## config.mk

```make
export PLATFORM = sky130hd
export DESIGN_NAME = irq_dma_routing_gating
export DESIGN_NICKNAME = d
export VERILOG_FILES = /design/src/rtl/irq_dma_pkg.sv /design/src/rtl/irq_router.sv /design/src/rtl/dma_router.sv /design/src/rtl/irq_dma_routing_gating.sv
export SDC_FILE = /design/constraint.sdc
export NUM_CORES = 1
export LEC_CHECK = 0
export ABC_AREA = 0
export BUFFER_PORTS_ARGS = -buffer_cell sky130_fd_sc_hd__buf_4
export CAP_MARGIN = 5
export CORE_ASPECT_RATIO = 1.25
export CORE_UTILIZATION = 56
export DETAILED_ROUTE_END_ITERATION = 8
export PLACE_DENSITY = 0.82
export SETUP_SLACK_MARGIN = 0.4
export SLEW_MARGIN = 20
export SYNTH_ARGS = -nofsm -noshare
export SYNTH_HDL_FRONTEND = slang
export SYNTH_HIERARCHICAL = 1
export SYNTH_SLANG_ARGS = --single-unit
```

## constraint.sdc

```tcl
create_clock -name pclk -period 2.2 [get_ports pclk]
set_clock_uncertainty 0.15 [all_clocks]
set_input_delay 0.11 -clock pclk [delete_from_list [all_inputs] [get_ports pclk]]
set_output_delay 0.11 -clock pclk [all_outputs]
set_load 0.03 [all_outputs]
```

## src/rtl/irq_dma_pkg.sv

```systemverilog
// Summary of operation
// Low four select bits pick IRQ line.
// Pin interrupts are active-high edges, except ECP/EPP.
// Chosen line applies to every delivery path.
// Software mirrors parallel IRQ/DMA into shadow register.
// Both serial ports may share one IRQ pin.
// IRQ needs nonzero select plus device enable.
// Parallel IRQ needs enable bit; ECP needs service clear.
// Serial IRQ needs an enable bit and aux out.
// Unselected IRQ pins float.
// DMA select 0-3 picks channel, 4-7 none.
// DMA needs channel select plus device enable.
// Unselected DMA request pins float.
// Disabled device releases IRQ and DMA acknowledge.
// Floppy gate off or powerdown floats IRQ/acknowledge.
// First serial aux out low floats its IRQ.
// Second serial aux out low floats its IRQ.
// Sync-serial DMA enable low floats request pin.
// SPP/EPP parallel IRQ floats without enable bit.
// Modes 010/011/110 force parallel IRQ on.
// Gating follows registers, effective next clock.
package irq_dma_pkg;

   localparam int N_DEV = 4;
   localparam int N_IRQ = 16;
   localparam int N_DMA = 4;

   localparam int DEV_FDC = 0;
   localparam int DEV_PP  = 1;
   localparam int DEV_SP1 = 2;
   localparam int DEV_SP2 = 3;

   localparam logic [7:0] OFF_DEV_SEL  = 8'h00;
   localparam logic [7:0] OFF_ACTIVATE = 8'h30;
   localparam logic [7:0] OFF_IRQ_SEL  = 8'h70;
   localparam logic [7:0] OFF_DMA_SEL  = 8'h74;
   localparam logic [7:0] OFF_GATE     = 8'h80;
   localparam logic [7:0] OFF_STATUS   = 8'h84;

   // Activate register fields.
   localparam int POS_ACTIVE     = 0;
   localparam int POS_ADDR_VALID = 1;

   // Gate control register fields.
   localparam int POS_FDC_GATE   = 0;
   localparam int POS_FDC_PD     = 1;
   localparam int POS_PP_PP_IRQ_ENABLE    = 2;
   localparam int POS_ECR_MODE   = 3;
   localparam int POS_ECP_SVC    = 6;
   localparam int POS_ECP_FDC_DMA_GATE  = 7;
   localparam int POS_SP1_IER    = 8;
   localparam int POS_SP1_AUX    = 12;
   localparam int POS_SP2_IER    = 13;
   localparam int POS_SP2_AUX    = 17;
   localparam int POS_SYNC_FDC_DMA_GATE = 18;

   // Status register fields.
   localparam int POS_ST_IRQ_OE  = 0;
   localparam int POS_ST_DRQ_OE  = 16;

   localparam logic [3:0] IRQ_NONE      = 4'h0;
   localparam logic [2:0] DMA_SEL_RESET = 3'h4;
   localparam logic [3:0] IRQ_SEL_RESET = 4'h0;

   localparam logic [2:0] MODE_SPP0 = 3'b000;
   localparam logic [2:0] MODE_SPP1 = 3'b001;
   localparam logic [2:0] MODE_FIFO = 3'b010;
   localparam logic [2:0] MODE_ECP  = 3'b011;
   localparam logic [2:0] MODE_EPP  = 3'b100;
   localparam logic [2:0] MODE_TEST = 3'b110;

endpackage

```

## src/rtl/irq_router.sv

```systemverilog
`timescale 1ns/1ps
// Drives each IRQ pin from the OR of all enabled devices that select it.
module irq_router #(
   parameter int N_DEV = 4,
   parameter int N_PIN = 16
) (
   // Device side
   input  wire logic [N_DEV-1:0][3:0] sel,
   input  wire logic [N_DEV-1:0]      en,
   input  wire logic [N_DEV-1:0]      level,
   // Pin side
   output logic      [N_PIN-1:0]      pin_out,
   output logic      [N_PIN-1:0]      pin_oe
);

   genvar p;
   generate
      for (p = 0; p < N_PIN; p++) begin : g_pin
         logic [N_DEV-1:0] hit;
         always_comb begin
            for (int d = 0; d < N_DEV; d++) begin
               // Several devices may land on one pin and share it.
               hit[d] = en[d] && (sel[d] == 4'(p));
            end
         end
         // A pin nobody selects stays released.
         assign pin_oe[p]  = |hit;
         assign pin_out[p] = |(hit & level);
      end
   endgenerate

endmodule

```

## src/rtl/dma_router.sv

```systemverilog
`timescale 1ns/1ps
// Routes device requests to channel pins and channel acks back.
module dma_router #(
   parameter int N_DEV = 4,
   parameter int N_CH  = 4
) (
   // Device side
   input  wire logic [N_DEV-1:0][2:0] sel,
   input  wire logic [N_DEV-1:0]      en,
   input  wire logic [N_DEV-1:0]      req,
   output logic      [N_DEV-1:0]      dev_ack_n,
   // Channel side
   input  wire logic [N_CH-1:0]       ch_ack_n,
   output logic      [N_CH-1:0]       pin_out,
   output logic      [N_CH-1:0]       pin_oe
);

   genvar c;
   generate
      for (c = 0; c < N_CH; c++) begin : g_ch
         logic [N_DEV-1:0] hit;
         always_comb begin
            for (int d = 0; d < N_DEV; d++) begin
               hit[d] = en[d] && (sel[d] == 3'(c));
            end
         end
         // Unused request pins float.
         assign pin_oe[c]  = |hit;
         assign pin_out[c] = |(hit & req);
      end
   endgenerate

   always_comb begin
      for (int d = 0; d < N_DEV; d++) begin
         // A disabled device never sees an acknowledge.
         dev_ack_n[d] = en[d] ? ch_ack_n[sel[d][1:0]] : 1'b1;
      end
   end

endmodule

```

## src/rtl/irq_dma_routing_gating.sv

```systemverilog
`timescale 1ns/1ps
module irq_dma_routing_gating (
   // Clock and reset
   input  wire logic        pclk,
   input  wire logic        presetn,
   // APB slave
   input  wire logic        psel,
   input  wire logic        penable,
   input  wire logic        pwrite,
   input  wire logic [7:0]  paddr,
   input  wire logic [31:0] pwdata,
   output logic      [31:0] prdata,
   output logic             pready,
   output logic             pslverr,
   // Device interrupt and DMA requests, same clock
   input  wire logic        fdc_irq_event,
   input  wire logic        pp_irq_event,
   input  wire logic        sp1_irq_event,
   input  wire logic        sp2_irq_event,
   input  wire logic        fdc_dma_req,
   input  wire logic        pp_dma_request,
   input  wire logic        sp2_dma_req,
   // Per-device acknowledges, active low
   output logic      [3:0]  dev_dma_ack_n,
   // Host-side pins
   output logic      [15:0] irq_pin_out,
   output logic      [15:0] irq_pin_oe,
   output logic      [3:0]  dma_request_pins_out,
   output logic      [3:0]  dma_request_pins_oe,
   input  wire logic [3:0]  dma_ack_n
);

   localparam int ND = irq_dma_pkg::N_DEV;

   typedef struct packed {
      logic [1:0]           dev_sel;
      logic [ND-1:0]        activate;
      logic [ND-1:0]        addr_valid;
      logic [ND-1:0][3:0]   irq_sel;
      logic [ND-1:0][2:0]   dma_sel;
      logic                 fdc_dma_gate;
      logic                 fdc_powerdown;
      logic                 pp_irq_enable;
      logic [2:0]           ecr_mode;
      logic                 ecp_service_int;
      logic                 ecp_dma_enable;
      logic [3:0]           sp1_int_enable;
      logic                 sp1_modem_aux_out;
      logic [3:0]           sp2_int_enable;
      logic                 sp2_modem_aux_out;
      logic                 sync_dma_enable;
      logic [31:0]          rdata;
      logic                 slverr;
      logic [15:0]          irq_out;
      logic [15:0]          irq_oe;
      logic [3:0]           drq_out;
      logic [3:0]           drq_oe;
      logic [ND-1:0]        dack_n;
      logic [3:0]           ack_meta;
      logic [3:0]           ack_sync;
   } state_s;

   state_s s;
   state_s next_s;

   logic [ND-1:0] dev_irq_gate;
   logic [ND-1:0] dev_dma_gate;
   logic [ND-1:0] cfg_ok;
   logic [ND-1:0] irq_en;
   logic [ND-1:0] dma_en;
   logic [ND-1:0] irq_level;
   logic [ND-1:0] dma_req;
   logic [ND-1:0] ack_to_dev;
   logic [15:0]   irq_pin_next;
   logic [15:0]   irq_oe_next;
   logic [3:0]    drq_pin_next;
   logic [3:0]    drq_oe_next;
   logic          pp_irq_forced;
   logic          pp_active_low;
   logic [31:0]   gate_word;
   logic          setup;
   logic          wr_access;
   logic          addr_hit;
   logic [7:0]    word_addr;

   // Device-specific enable conditions.
   always_comb begin
      pp_irq_forced = (s.ecr_mode == irq_dma_pkg::MODE_FIFO) ||
                      (s.ecr_mode == irq_dma_pkg::MODE_ECP)  ||
                      (s.ecr_mode == irq_dma_pkg::MODE_TEST);
      // Floppy needs its gate and must not be powered down.
      dev_irq_gate[irq_dma_pkg::DEV_FDC] = s.fdc_dma_gate &&
                                           !s.fdc_powerdown;
      // Parallel port follows its enable unless the mode forces it on,
      // and ECP mode also needs the service bit cleared.
      dev_irq_gate[irq_dma_pkg::DEV_PP] =
         (pp_irq_forced || s.pp_irq_enable) &&
         !((s.ecr_mode == irq_dma_pkg::MODE_ECP) && s.ecp_service_int);
      // Serial ports need an enabled source and the aux output.
      dev_irq_gate[irq_dma_pkg::DEV_SP1] = (|s.sp1_int_enable) &&
                                           s.sp1_modem_aux_out;
      dev_irq_gate[irq_dma_pkg::DEV_SP2] = (|s.sp2_int_enable) &&
                                           s.sp2_modem_aux_out;

      dev_dma_gate[irq_dma_pkg::DEV_FDC] = s.fdc_dma_gate &&
                                           !s.fdc_powerdown;
      dev_dma_gate[irq_dma_pkg::DEV_PP]  = s.ecp_dma_enable;
      dev_dma_gate[irq_dma_pkg::DEV_SP1] = 1'b0;
      dev_dma_gate[irq_dma_pkg::DEV_SP2] = s.sync_dma_enable;

      // Pin interrupts are active-high levels whose rising edge is the
      // request; only ECP and EPP modes drive the parallel line low.
      pp_active_low = (s.ecr_mode == irq_dma_pkg::MODE_ECP) ||
                      (s.ecr_mode == irq_dma_pkg::MODE_EPP);
      irq_level[irq_dma_pkg::DEV_FDC] = fdc_irq_event;
      irq_level[irq_dma_pkg::DEV_PP]  = pp_irq_event ^ pp_active_low;
      irq_level[irq_dma_pkg::DEV_SP1] = sp1_irq_event;
      irq_level[irq_dma_pkg::DEV_SP2] = sp2_irq_event;

      dma_req[irq_dma_pkg::DEV_FDC] = fdc_dma_req;
      dma_req[irq_dma_pkg::DEV_PP]  = pp_dma_request;
      dma_req[irq_dma_pkg::DEV_SP1] = 1'b0;
      dma_req[irq_dma_pkg::DEV_SP2] = sp2_dma_req;

      for (int d = 0; d < ND; d++) begin
         cfg_ok[d] = s.activate[d] && s.addr_valid[d];
         irq_en[d] = cfg_ok[d] && dev_irq_gate[d] &&
                     (s.irq_sel[d] != irq_dma_pkg::IRQ_NONE);
         dma_en[d] = cfg_ok[d] && dev_dma_gate[d] &&
                     !s.dma_sel[d][2];
      end
   end

   // One selection feeds the pin path, whichever delivery is in use.
   irq_router #(
      .N_DEV (ND),
      .N_PIN (irq_dma_pkg::N_IRQ)
   ) u_irq_router (
      .sel     (s.irq_sel),
      .en      (irq_en),
      .level   (irq_level),
      .pin_out (irq_pin_next),
      .pin_oe  (irq_oe_next)
   );

   dma_router #(
      .N_DEV (ND),
      .N_CH  (irq_dma_pkg::N_DMA)
   ) u_dma_router (
      .sel       (s.dma_sel),
      .en        (dma_en),
      .req       (dma_req),
      .dev_ack_n (ack_to_dev),
      .ch_ack_n  (s.ack_sync),
      .pin_out   (drq_pin_next),
      .pin_oe    (drq_oe_next)
   );

   always_comb begin
      gate_word = 32'h0000_0000;
      gate_word[irq_dma_pkg::POS_FDC_GATE]   = s.fdc_dma_gate;
      gate_word[irq_dma_pkg::POS_FDC_PD]     = s.fdc_powerdown;
      gate_word[irq_dma_pkg::POS_PP_PP_IRQ_ENABLE]    = s.pp_irq_enable;
      gate_word[irq_dma_pkg::POS_ECR_MODE +: 3] = s.ecr_mode;
      gate_word[irq_dma_pkg::POS_ECP_SVC]    = s.ecp_service_int;
      gate_word[irq_dma_pkg::POS_ECP_FDC_DMA_GATE]  = s.ecp_dma_enable;
      gate_word[irq_dma_pkg::POS_SP1_IER +: 4] = s.sp1_int_enable;
      gate_word[irq_dma_pkg::POS_SP1_AUX]    = s.sp1_modem_aux_out;
      gate_word[irq_dma_pkg::POS_SP2_IER +: 4] = s.sp2_int_enable;
      gate_word[irq_dma_pkg::POS_SP2_AUX]    = s.sp2_modem_aux_out;
      gate_word[irq_dma_pkg::POS_SYNC_FDC_DMA_GATE] = s.sync_dma_enable;
   end

   assign setup     = psel && !penable;
   assign wr_access = psel && penable && pwrite;
   assign word_addr = {paddr[7:2], 2'b00};
   assign addr_hit  = (paddr[1:0] == 2'b00) &&
                      ((word_addr == irq_dma_pkg::OFF_DEV_SEL)  ||
                       (word_addr == irq_dma_pkg::OFF_ACTIVATE) ||
                       (word_addr == irq_dma_pkg::OFF_IRQ_SEL)  ||
                       (word_addr == irq_dma_pkg::OFF_DMA_SEL)  ||
                       (word_addr == irq_dma_pkg::OFF_GATE)     ||
                       (word_addr == irq_dma_pkg::OFF_STATUS));

   always_comb begin
      next_s = s;
      // Two-flop synchroniser on the host acknowledge pins.
      next_s.ack_meta = dma_ack_n;
      next_s.ack_sync = s.ack_meta;
      // Outputs follow the registers one clock later, no host action.
      next_s.irq_out = irq_pin_next;
      next_s.irq_oe  = irq_oe_next;
      next_s.drq_out = drq_pin_next;
      next_s.drq_oe  = drq_oe_next;
      next_s.dack_n  = ack_to_dev;

      // Read data and error are latched in the setup cycle so that the
      // zero-wait access phase presents them from flops.
      if (setup) begin
         next_s.slverr = !addr_hit;
         next_s.rdata  = 32'h0000_0000;
         case (paddr)
            irq_dma_pkg::OFF_DEV_SEL:
               next_s.rdata[1:0] = s.dev_sel;
            irq_dma_pkg::OFF_ACTIVATE: begin
               next_s.rdata[irq_dma_pkg::POS_ACTIVE] = s.activate[s.dev_sel];
               next_s.rdata[irq_dma_pkg::POS_ADDR_VALID] =
                  s.addr_valid[s.dev_sel];
            end
            irq_dma_pkg::OFF_IRQ_SEL:
               next_s.rdata[3:0] = s.irq_sel[s.dev_sel];
            irq_dma_pkg::OFF_DMA_SEL:
               next_s.rdata[2:0] = s.dma_sel[s.dev_sel];
            irq_dma_pkg::OFF_GATE:
               next_s.rdata = gate_word;
            irq_dma_pkg::OFF_STATUS: begin
               next_s.rdata[irq_dma_pkg::POS_ST_IRQ_OE +: 16] = s.irq_oe;
               next_s.rdata[irq_dma_pkg::POS_ST_DRQ_OE +: 4]  = s.drq_oe;
            end
            default: next_s.rdata = 32'h0000_0000;
         endcase
      end

      if (wr_access && addr_hit) begin
         case (word_addr)
            irq_dma_pkg::OFF_DEV_SEL:
               next_s.dev_sel = pwdata[1:0];
            irq_dma_pkg::OFF_ACTIVATE: begin
               next_s.activate[s.dev_sel] =
                  pwdata[irq_dma_pkg::POS_ACTIVE];
               next_s.addr_valid[s.dev_sel] =
                  pwdata[irq_dma_pkg::POS_ADDR_VALID];
            end
            irq_dma_pkg::OFF_IRQ_SEL:
               next_s.irq_sel[s.dev_sel] = pwdata[3:0];
            irq_dma_pkg::OFF_DMA_SEL:
               next_s.dma_sel[s.dev_sel] = pwdata[2:0];
            irq_dma_pkg::OFF_GATE: begin
               next_s.fdc_dma_gate  = pwdata[irq_dma_pkg::POS_FDC_GATE];
               next_s.fdc_powerdown = pwdata[irq_dma_pkg::POS_FDC_PD];
               next_s.pp_irq_enable = pwdata[irq_dma_pkg::POS_PP_PP_IRQ_ENABLE];
               next_s.ecr_mode = pwdata[irq_dma_pkg::POS_ECR_MODE +: 3];
               next_s.ecp_service_int = pwdata[irq_dma_pkg::POS_ECP_SVC];
               next_s.ecp_dma_enable  = pwdata[irq_dma_pkg::POS_ECP_FDC_DMA_GATE];
               next_s.sp1_int_enable =
                  pwdata[irq_dma_pkg::POS_SP1_IER +: 4];
               next_s.sp1_modem_aux_out = pwdata[irq_dma_pkg::POS_SP1_AUX];
               next_s.sp2_int_enable =
                  pwdata[irq_dma_pkg::POS_SP2_IER +: 4];
               next_s.sp2_modem_aux_out = pwdata[irq_dma_pkg::POS_SP2_AUX];
               next_s.sync_dma_enable =
                  pwdata[irq_dma_pkg::POS_SYNC_FDC_DMA_GATE];
            end
            default: next_s.dev_sel = s.dev_sel;
         endcase
      end
   end

   always_ff @(posedge pclk or negedge presetn) begin
      if (!presetn) begin
         s <= '0;
         for (int d = 0; d < ND; d++) begin
            s.irq_sel[d] <= irq_dma_pkg::IRQ_SEL_RESET;
            s.dma_sel[d] <= irq_dma_pkg::DMA_SEL_RESET;
         end
         s.dack_n   <= '1;
         s.ack_meta <= '1;
         s.ack_sync <= '1;
      end else begin
         s <= next_s;
      end
   end

   assign pready               = 1'b1;
   assign prdata               = s.rdata;
   assign pslverr              = s.slverr;
   assign irq_pin_out          = s.irq_out;
   assign irq_pin_oe           = s.irq_oe;
   assign dma_request_pins_out = s.drq_out;
   assign dma_request_pins_oe  = s.drq_oe;
   assign dev_dma_ack_n        = s.dack_n;
endmodule

```

==> summary.md, run 1 <==
| Metric | Value |
|---|---|
| Vias | 6,098 |
| Yosys reg bits | 130 |
| R2R depth | 6 |
| Slowest CP cell | dfrtp_1 |
| Crit-path cells | nand2_1, nor4_4, buf_4, buf_4, nand3_1, o221ai_2 |
| Relative slew slack | 0.446 |
| Design internal power | 4340 uW |
| Synthesis warning total | 6 |
| Max Fclk | 496 MHz |
| Final hold vios | 0 |
| Vias per inst | 6.54 |
| Crit-path max FO | 4 |
| DRT iter0 DRCs | 861 |
| Placeable Area | 12,200 sq um |
| Io pins | 134 |
| FFs w/ async S/R, synth | 1.00 |
| Start point of the critical path | s[133]$_DFFE_PN0P_ |
| Clock root cell | clkbuf_16 |
| Setup CP Type | flop to flop |
| Final ANT Viol Nets | 0 |
| Combinational power share | 0.086 |
| Vias in the first global route | 5,880 |
| Full die area | 13,100 sq um |
| Remaining routing DRC violations | 0 |
| Fin. max-slew vios | 0 |
| Nets | 811 |
| Worst hold path class | primary input to async pin |
| Outcome | finished clean |
| P_sw | 1480 uW |
| Layout area overhead | 30.7% |
| Register share of total power | 0.426 |
| Top-count cell post-synth | dfrtp_1 |
| H-tree depth | 4 |
| Port buffer count | 107 |
| Power Dens Cells | 628 nW/um^2 |
| # diodes | 0 |
| Pin count of the biggest net entering global routing | 71 |
| Clock transition at path regs | 60 ps |
| Total wire length | 21,100 um |
| Die Height | 128 um |
| First-pass GRT wire length | 31,600 um |
| Period utilization | 0.916 |
| Tightest Pin Transition | 831 ps |
| CTS Sinks | 130 |
| Synth area leader | dfrtp_1 |
| Critical Path Sink Type | flop |
| Yosys cell types | 62 |
| Clock share of power | 0.488 |
| DR WL/cell | 22.7 um |
| Final Setup Violations | 0 |
| Post-Synthesis Cell Area | 7090 sq um |
| DR pass1 iterations | 7 |
| Grt total ovfl | 0 |
| Die width | 103 um |
| CTS tree | yes |
| Initial core utilization | 0.580 |
| Maximum vdd drop | 0.000460 V |
| Layout cells sized above 1 | 0.483 |
| Max clock buf depth | 2 |
| CP most frequent cell | buf_4 |
| Pleak | 0.00420 uW |
| GRT Overall Usage | 0.325 |
| Top cells by area, synth | dfrtp_1 40%, buf_4 8.3%, mux2_2 7.6% |
| Placed cells | 852 |
| List of most frequent post-synthesis cells | 114 x dfrtp_1, 78 x buf_4, 54 x nor2_1 |
| Row Count | 45 |
| EDFF count, synth | 0 |
| Critical path arrival | 2180 ps |
| Gpl congestion | 0.945 |
| RR Startpoint | s[133]$_DFFE_PN0P_ |
| Mapped Cells | 628 |
| MaxCap Viol Count | 0 |
| Initial antenna violation count | 0 |
| Finished Layout Cells | 932 |
| CP required | 2360 ps |
| Switching Share | 0.254 |
| Hpwl dp | 13,200 um |
| Seq/Total Area, Yosys | 0.462 |
| Avg Inst Size Synth | 11.3 sq um |
| Clock latency on the worst-skew pair | 420 ps |
| Minimum clock period | 2010 ps |
| Primary FF master, synth | dfrtp_1 |
| TritonCTS Buffers | 17 |
| Synth top area share | 0.403 |
| Unrepaired setup endpoints after global routing | yes |
| Critical Path Source Type | flop |
| Setup TNS | 0 ps |
| CP peak stage delay | 390 ps |
==> final timing paths <==
check	slack (ps)	to
setup reg to reg	190	irq_pin_oe[6]$_DFF_PN0_
setup / recovery	190	irq_pin_oe[6]$_DFF_PN0_
hold reg to reg	210	s[2]$_DFF_PN1_
hold / removal	40	s[113]$_DFFE_PN0P_
min in group pclk	40	prdata[0]$_DFFE_PN0P_
max in group asynchronous	1130	gate_word[16]$_DFFE_PN0P_
==> power by group through the flow <==
| stage | sequential [uW] | clock [uW] | combinational, uW |
|---|---|---|---|
| 2_1_floorplan | 2510 | 0 | 284 |
| 3_3_place_gp | 2510 | 0 | 427 |
| 3_5_place_dp | 2520 | 0 | 438 |
| 4_1_cts | 2480 | 2850 | 487 |
| 5_1_grt | 2480 | 2960 | 542 |
| 6_report | 2480 | 2840 | 502 |
==> registers in the layout, indices dropped and copies added (netlist names) <==
| register | count |
|---|---|
| gate_word | 17 |
| dma_request_pins_oe | 4 |
| dev_dma_gate | 2 |
| prdata | 20 |
| s | 42 |
| pslverr | 1 |
| irq_pin_oe | 16 |
| dev_dma_ack_n | 4 |
| dma_request_pins_out | 4 |
| irq_pin_out | 16 |
| next_s | 4 |
==> cells in the final DEF (no fill, tap or decap), types with 4 or more instances in the layout <==
master / n
a221o_1: 9
a221oi_1: 15
a22oi_1: 8
a22oi_2: 19
and2_1: 8
and3_1: 5
and4b_2: 5
and4bb_2: 5
buf_4: 149
buf_6: 7
clkbuf_16: 19
clkinvlp_4: 4
conb_1: 21
dfrtp_1: 108
dfrtp_2: 6
dfstp_2: 16
dlygate4sd3_1: 30
inv_1: 5
mux2_2: 48
mux2_4: 10
mux4_1: 4
mux4_2: 9
nand2_1: 33
nand2_2: 5
nand2b_1: 10
nand3_1: 21
nand4_1: 7
nor2_1: 49
nor2_2: 5
nor2b_1: 15
nor3_4: 4
nor4_4: 6
o221ai_1: 9
o221ai_2: 13
o22ai_1: 7
==> cell families (layout without fill, tap and decap cells) <==
family	count (synthesis)	count (layout)	synth area share
other	2	21	0.00106
XOR/XNOR	1	1	0.00124
buffers and inverters	105	226	0.0992
AND/OR/NAND/NOR	211	211	0.174
multiplexers	72	72	0.142
flip-flops	130	130	0.462
AO/OA/AOI/OAI	107	107	0.120
==> metrics by stage <==
stage | hold slack (ps) | area, sq um | util | setup slack, ps | total power, uW
final | 35.8 | 9260 | 0.758 | 185 | 5820
after CTS | 5.91 | 8960 | 0.733 | 246 | 5810
after global placement | -79.7 | 7770 | 0.636 | 119 | 2940
after global routing | 39.4 | 9260 | 0.758 | 153 | 5980
after floorplan | -336 | 7190 | - | 403 | 2790
after detailed placement | -66.2 | 7770 | 0.636 | 85.2 | 2960
==> layer usage <==
metal | track usage | vias up | part of all wire
li1 | - | 2532 | -
met1 | 0.412 | 2984 | 0.37
met2 | 0.527 | 452 | 0.49
met3 | 0.0720 | 130 | 0.088
met4 | 0.150 | 0 | 0.053
met5 | 0 | - | 0
==> what timing repair did <==
action                     in CTS  in global routing
cloned                          0                  0
hold endpoints to repair      202                  0
gates resized for setup        47                 49
pin swaps                      38                 17
buffers inserted                8                 10
hold buffers                   30                  0
setup endpoints to repair      61                 51
==> cell type report <==
type	instances	area, sq um
Multi-Input combinational cell	412	3620
Sequential cell	130	3280
Fill cell	705	2960
Timing Repair Buffer	188	1540
Clock buffer	19	475
Tap cell	164	205
Clock inverter	13	123
Inverter	6	22.5
==> worst max-delay path: cells and delay by family (launching register included) <==
family / cells / cell delay (ps)
simple gates: 3 / 780
compound gates: 1 / 320
buf+inv: 2 / 270
flops: 1 / 390
Note: power is estimated with default switching activity, not from simulation.
==> run 2, diff against run 1 <==
--- a/config.mk
+++ b/config.mk
@@ -11,6 +11,7 @@
 export CORE_ASPECT_RATIO = 1.25
 export CORE_UTILIZATION = 56
 export DETAILED_ROUTE_END_ITERATION = 8
+export HOLD_SLACK_MARGIN = 0.06
 export PLACE_DENSITY = 0.82
 export SETUP_SLACK_MARGIN = 0.4
 export SLEW_MARGIN = 20
==> run 2 against run 1 <==
Global-route usage shrank 0.24 points. Sequential share of layout area fell by 0.12 points. Cell count increased by 0.11%. Critical path depth stayed put. Combinational power is 1% higher. Register-to-register slack gained 30 ps. Clock power about the same. Die area is the same. Setup slack better by 26 ps. Final area grew 0.36%. Sequential power is essentially flat.
==> summary.md, run 2 (synthesized netlist as in run 1, its figures left out) <==
| Metric | Value |
|---|---|
| Max reg flops | 42 |
| Routed met3 length | 1960 um |
| TritonCTS Buffers | 17 |
| Setup TNS | 0 ps |
| Clock root cell | clkbuf_16 |
| Fin. max-slew vios | 0 |
| Relative slew slack | 0.436 |
| Hpwl dp | 13,200 um |
| Crit-path max FO | 8 |
| CTS tree | yes |
| Vias | 6,118 |
| Vias in the first global route | 5,843 |
| Remaining routing DRC violations | 0 |
| GRT Overall Usage | 0.322 |
| Setup CP Type | flop to flop |
| Final ANT Viol Nets | 0 |
| Layout cells sized above 1 | 0.485 |
| Nets | 812 |
| CP required | 2410 ps |
| Finished Layout Cells | 933 |
| Vias per inst | 6.56 |
| DR WL/cell | 23.0 um |
| Critical Path Sink Type | flop |
| Placed cells | 852 |
| Met1 wire length | 7780 um |
| Final hold vios | 0 |
| Full die area | 13,100 sq um |
| Minimum clock period | 1990 ps |
| Setup WS pre-CTS | 85.2 ps |
| Io pins | 134 |
| Critical Path Source Type | flop |
| Critical path arrival | 2200 ps |
| H-tree depth | 4 |
| DR top layer | met4 |
| Die Height | 128 um |
| Pleak | 0.00421 uW |
| Port buffer count | 107 |
| Max Fclk | 503 MHz |
| Clock latency on the worst-skew pair | 430 ps |
| Max clock buf depth | 2 |
| Initial antenna violation count | 0 |
| Maximum vdd drop | 0.000461 V |
| DRT iter0 DRCs | 846 |
| Unrepaired setup endpoints after global routing | yes |
| Core Util, Final | 0.761 |
| Power Dens Cells | 629 nW/um^2 |
| MaxCap Viol Count | 0 |
| Row Count | 45 |
| First-pass GRT wire length | 31,400 um |
| Die width | 103 um |
| Gpl congestion | 0.945 |
| Outcome | finished clean |
| Clock transition at path regs | 60 ps |
| DR pass1 iterations | 6 |
| # diodes | 0 |
| CTS Sinks | 130 |
| Worst hold path class | primary input to flop |
| Post-layout worst setup margin | 211 ps |
| Final Setup Violations | 0 |
| Initial core utilization | 0.580 |
| Tightest Pin Transition | 847 ps |
| Total wire length | 21,500 um |
| Placeable Area | 12,200 sq um |
| Pin count of the biggest net entering global routing | 71 |
| Most common cell after layout, fill and taps aside | buf_4 |
| Most frequent cells in the layout | 147 x buf_4, 107 x dfrtp_1, 50 x nor2_1 |
| Period utilization | 0.904 |
| Grt total ovfl | 0 |
| Layout area overhead | 31.2% |
| Routed wl met2 | 10,700 um |
| Largest register by flop count | s |
==> run 2: timing repair <==
item | 4_1_cts | 5_1_grt
endpoints found under the hold margin | 211 | 1
resized for setup | 47 | 53
endpoints found under the setup margin | 61 | 84
gates cloned | 0 | 0
setup buffers | 8 | 7
hold buffers | 33 | 1
pin swaps | 38 | 21
==> run 2: worst paths after layout <==
| kind | cells after the start | slack [ps] | start | endpoint |
|---|---|---|---|---|
| max | 6 | 210 | gate_word[11]$_DFFE_PN0P_ | irq_pin_oe[0]$_DFF_PN0_ |
| min | 5 | 70 | paddr[7] | prdata[3]$_DFFE_PN0P_ |
| max reg2reg | 6 | 210 | gate_word[11]$_DFFE_PN0P_ | irq_pin_oe[0]$_DFF_PN0_ |
| min reg2reg | 0 | 210 | next_s[2]$_DFF_PN1_ | s[2]$_DFF_PN1_ |
| max in group asynchronous | 3 | 840 | presetn | s[135]$_DFFE_PN0P_ |
| min in group asynchronous | 2 | 180 | presetn | dev_dma_ack_n[1]$_DFF_PN1_ |
==> run 2: cell type report <==
class	instances	area, sq um
Clock buffer	19	475
Clock inverter	13	123
Fill cell	692	2920
Inverter	6	22.5
Multi-Input combinational cell	412	3630
Sequential cell	130	3280
Tap cell	164	205
Timing Repair Buffer	189	1550
==> run 2: per-layer routing <==
layer | track usage | up-vias
li1 | - | 2538
met1 | 0.406 | 2997
met2 | 0.527 | 459
met3 | 0.0752 | 124
met4 | 0.139 | 0
met5 | 0 | -
==> run 2: power by group <==
| group | internal, uW | switching, uW | leakage (uW) |
|---|---|---|---|
| registers | 2450 | 29.6 | 0.00171 |
| logic | 197 | 311 | 0.00222 |
| clock network | 1700 | 1160 | 0.000283 |
==> run 2: worst max-delay path, cell delays in order, from the launching register on <==
cell and delay, ps:
dfrtp_1 440, nor4_4 60, buf_4 150, nor3_4 240
or4b_4 560, o22ai_2 180, a221o_1 130
==> run 2: per-stage QoR <==
stage                     area, sq um  hold WS [ps]  power (uW)
after floorplan                  7190          -336        2790
after global placement           7770         -79.7        2940
after detailed placement         7770         -66.2        2960
after CTS                        8990          63.0        5810
after global routing             9300          96.6        6000
final                            9300          68.5        5840
==> run 3, diff against run 2 <==
==> constraint.sdc (replaced) <==
create_clock -name pclk -period 2.2 [get_ports pclk]
set_clock_uncertainty 0.15 [all_clocks]
set_input_delay 0.44 -clock pclk [delete_from_list [all_inputs] [get_ports pclk]]
set_output_delay 0.44 -clock pclk [all_outputs]
set_load 0.03 [all_outputs]
==> run 3 against run 2 <==
Worst hold slack gained 33 ps. Clock power shrank 3%. Critical path type unchanged. Setup slack lost 27 ps.
==> summary.md, run 3 (synthesized netlist as in run 1, its figures left out) <==
| Metric | Value |
|---|---|
| Minimum clock period | 2020 ps |
| Setup TNS | 0 ps |
| Clock latency on the worst-skew pair | 430 ps |
| Total wire length | 20,800 um |
| Vias in the first global route | 5,816 |
| Placeable Area | 12,200 sq um |
| Gpl congestion | 0.958 |
| CTS Sinks | 130 |
| Maximum vdd drop | 0.000530 V |
| Remaining routing DRC violations | 0 |
| Worst Hold Launch | pwdata[15] |
| Full die area | 13,100 sq um |
| Most common cell after layout, fill and taps aside | buf_4 |
| First-pass GRT wire length | 31,500 um |
| Critical path arrival | 2230 ps |
| H-tree depth | 4 |
| DR pass1 iterations | 5 |
| Filler instances | 775 |
| Relative slew slack | 0.569 |
| Nets | 799 |
| RR Startpoint | gate_word[16]$_DFFE_PN0P_ |
| Die width | 103 um |
| Worst hold path class | primary input to flop |
| Tot Pwr | 5720 uW |
| Critical Path Sink Type | flop |
| Final ANT Viol Nets | 0 |
| DRT iter0 DRCs | 496 |
| Max Fclk | 496 MHz |
| Fin. max-slew vios | 0 |
| CTS tree | yes |
| Initial antenna violation count | 0 |
| Io pins | 134 |
| Outcome | finished clean |
| Initial core utilization | 0.580 |
| Final hold vios | 0 |
| Tightest Pin Transition | 645 ps |
| Layout area overhead | 28.4% |
| Unrepaired setup endpoints after global routing | yes |
| Largest register by flop count | s |
| Die Height | 128 um |
| DR WL/cell | 22.6 um |
| Port buffer count | 107 |
| Pleak | 0.00417 uW |
| Layout cells sized above 1 | 0.499 |
| Period utilization | 0.916 |
| Clock transition at path regs | 50 ps |
| Max clock buf depth | 2 |
| Start point of the critical path | gate_word[16]$_DFFE_PN0P_ |
| Power Dens Cells | 628 nW/um^2 |
| GRT Overall Usage | 0.326 |
| Clock root cell | clkbuf_16 |
| Final Setup Violations | 0 |
| Vias per inst | 6.38 |
| Max reg flops | 42 |
| Pin count of the biggest net entering global routing | 52 |
| Grt total ovfl | 0 |
| MaxCap Viol Count | 0 |
| Hpwl dp | 14,100 um |
| Critical Path Source Type | flop |
| Row Count | 45 |
| Vias | 5,848 |
| # diodes | 0 |
| CP required | 2410 ps |
| Setup CP Type | flop to flop |
| Crit-path max FO | 8 |
| Most frequent cells in the layout | 164 x buf_4, 111 x dfrtp_1, 49 x nor2_1 |
| TritonCTS Buffers | 17 |
## run 3: cell count changes in the layout (fill, tap and decap cells not counted), sizes merged
cell	change
clkinvlp	-3
inv	-3
bufinv	+1
dlygate4sd3	-28
buf	+16
dlymetal6s4s	-1
clkinv	-3
clkbuf	+5
## run 3: layout make-up
class / instances / area [sq um] / share of cell area
Clock buffer: 24 / 492 / 0.0540
Multi-Input combinational cell: 412 / 3640 / 0.400
Clock inverter: 5 / 77.6 / 0.00853
Sequential cell: 130 / 3280 / 0.360
Tap cell: 164 / 205 / 0.0226
Timing Repair Buffer: 176 / 1390 / 0.152
Inverter: 6 / 22.5 / 0.00248
## run 3: what timing repair did
action	in CTS	in global routing
setup buffers	14	5
hold buffers	5	0
gates resized for setup	47	37
endpoints found under the setup margin	54	51
pin swaps	36	27
endpoints found under the hold margin	26	0
gates cloned	0	0
## run 3: critical path, stage by stage, from the launching register on
cell	delay [ps]
dfrtp_1	400
nor4_2	70
buf_4	150
nor3_4	300
or4b_4	560
o22ai_2	180
a221o_2	130
## run 3: final timing paths
check | cells after the start | to | slack [ps]
min in group asynchronous | 2 | s[135]$_DFFE_PN0P_ | 370
hold reg to reg | 0 | s[0]$_DFF_PN1_ | 200
setup / recovery | 6 | irq_pin_out[0]$_DFF_PN0_ | 180
setup reg to reg | 6 | irq_pin_out[0]$_DFF_PN0_ | 180
hold / removal | 2 | gate_word[15]$_DFFE_PN0P_ | 100
max in group asynchronous | 3 | irq_pin_out[8]$_DFF_PN0_ | 900
## run 3: through the flow
step	instances	cell area, sq um	setup WS (ps)	util	hold slack [ps]
6_report	917	9100	184	0.745	102
2_1_floorplan	647	7250	237	-	-5.59
4_1_cts	912	8890	256	0.728	94.4
3_3_place_gp	864	7930	-11.8	0.649	196
3_5_place_dp	864	7930	-17.3	0.649	197
5_1_grt	917	9100	146	0.745	95.7
## run 3: power breakdown
| group | switching [uW] | internal [uW] |
|---|---|---|
| combinational | 301 | 176 |
| sequential | 28.6 | 2450 |
| clock | 998 | 1760 |
| total | 1330 | 4390 |
## run 3: metal layers
| layer | wire (um) | up-vias | share of wire | GRT usage |
|---|---|---|---|---|
| met3 | 1460 | 57 | 0.070 | 0.0654 |
| met5 | 0 | - | 0 | 0 |
| li1 | - | 2507 | - | - |
| met1 | 8200 | 2965 | 0.39 | 0.427 |
| met4 | 696 | 0 | 0.034 | 0.141 |
| met2 | 10400 | 319 | 0.50 | 0.522 |
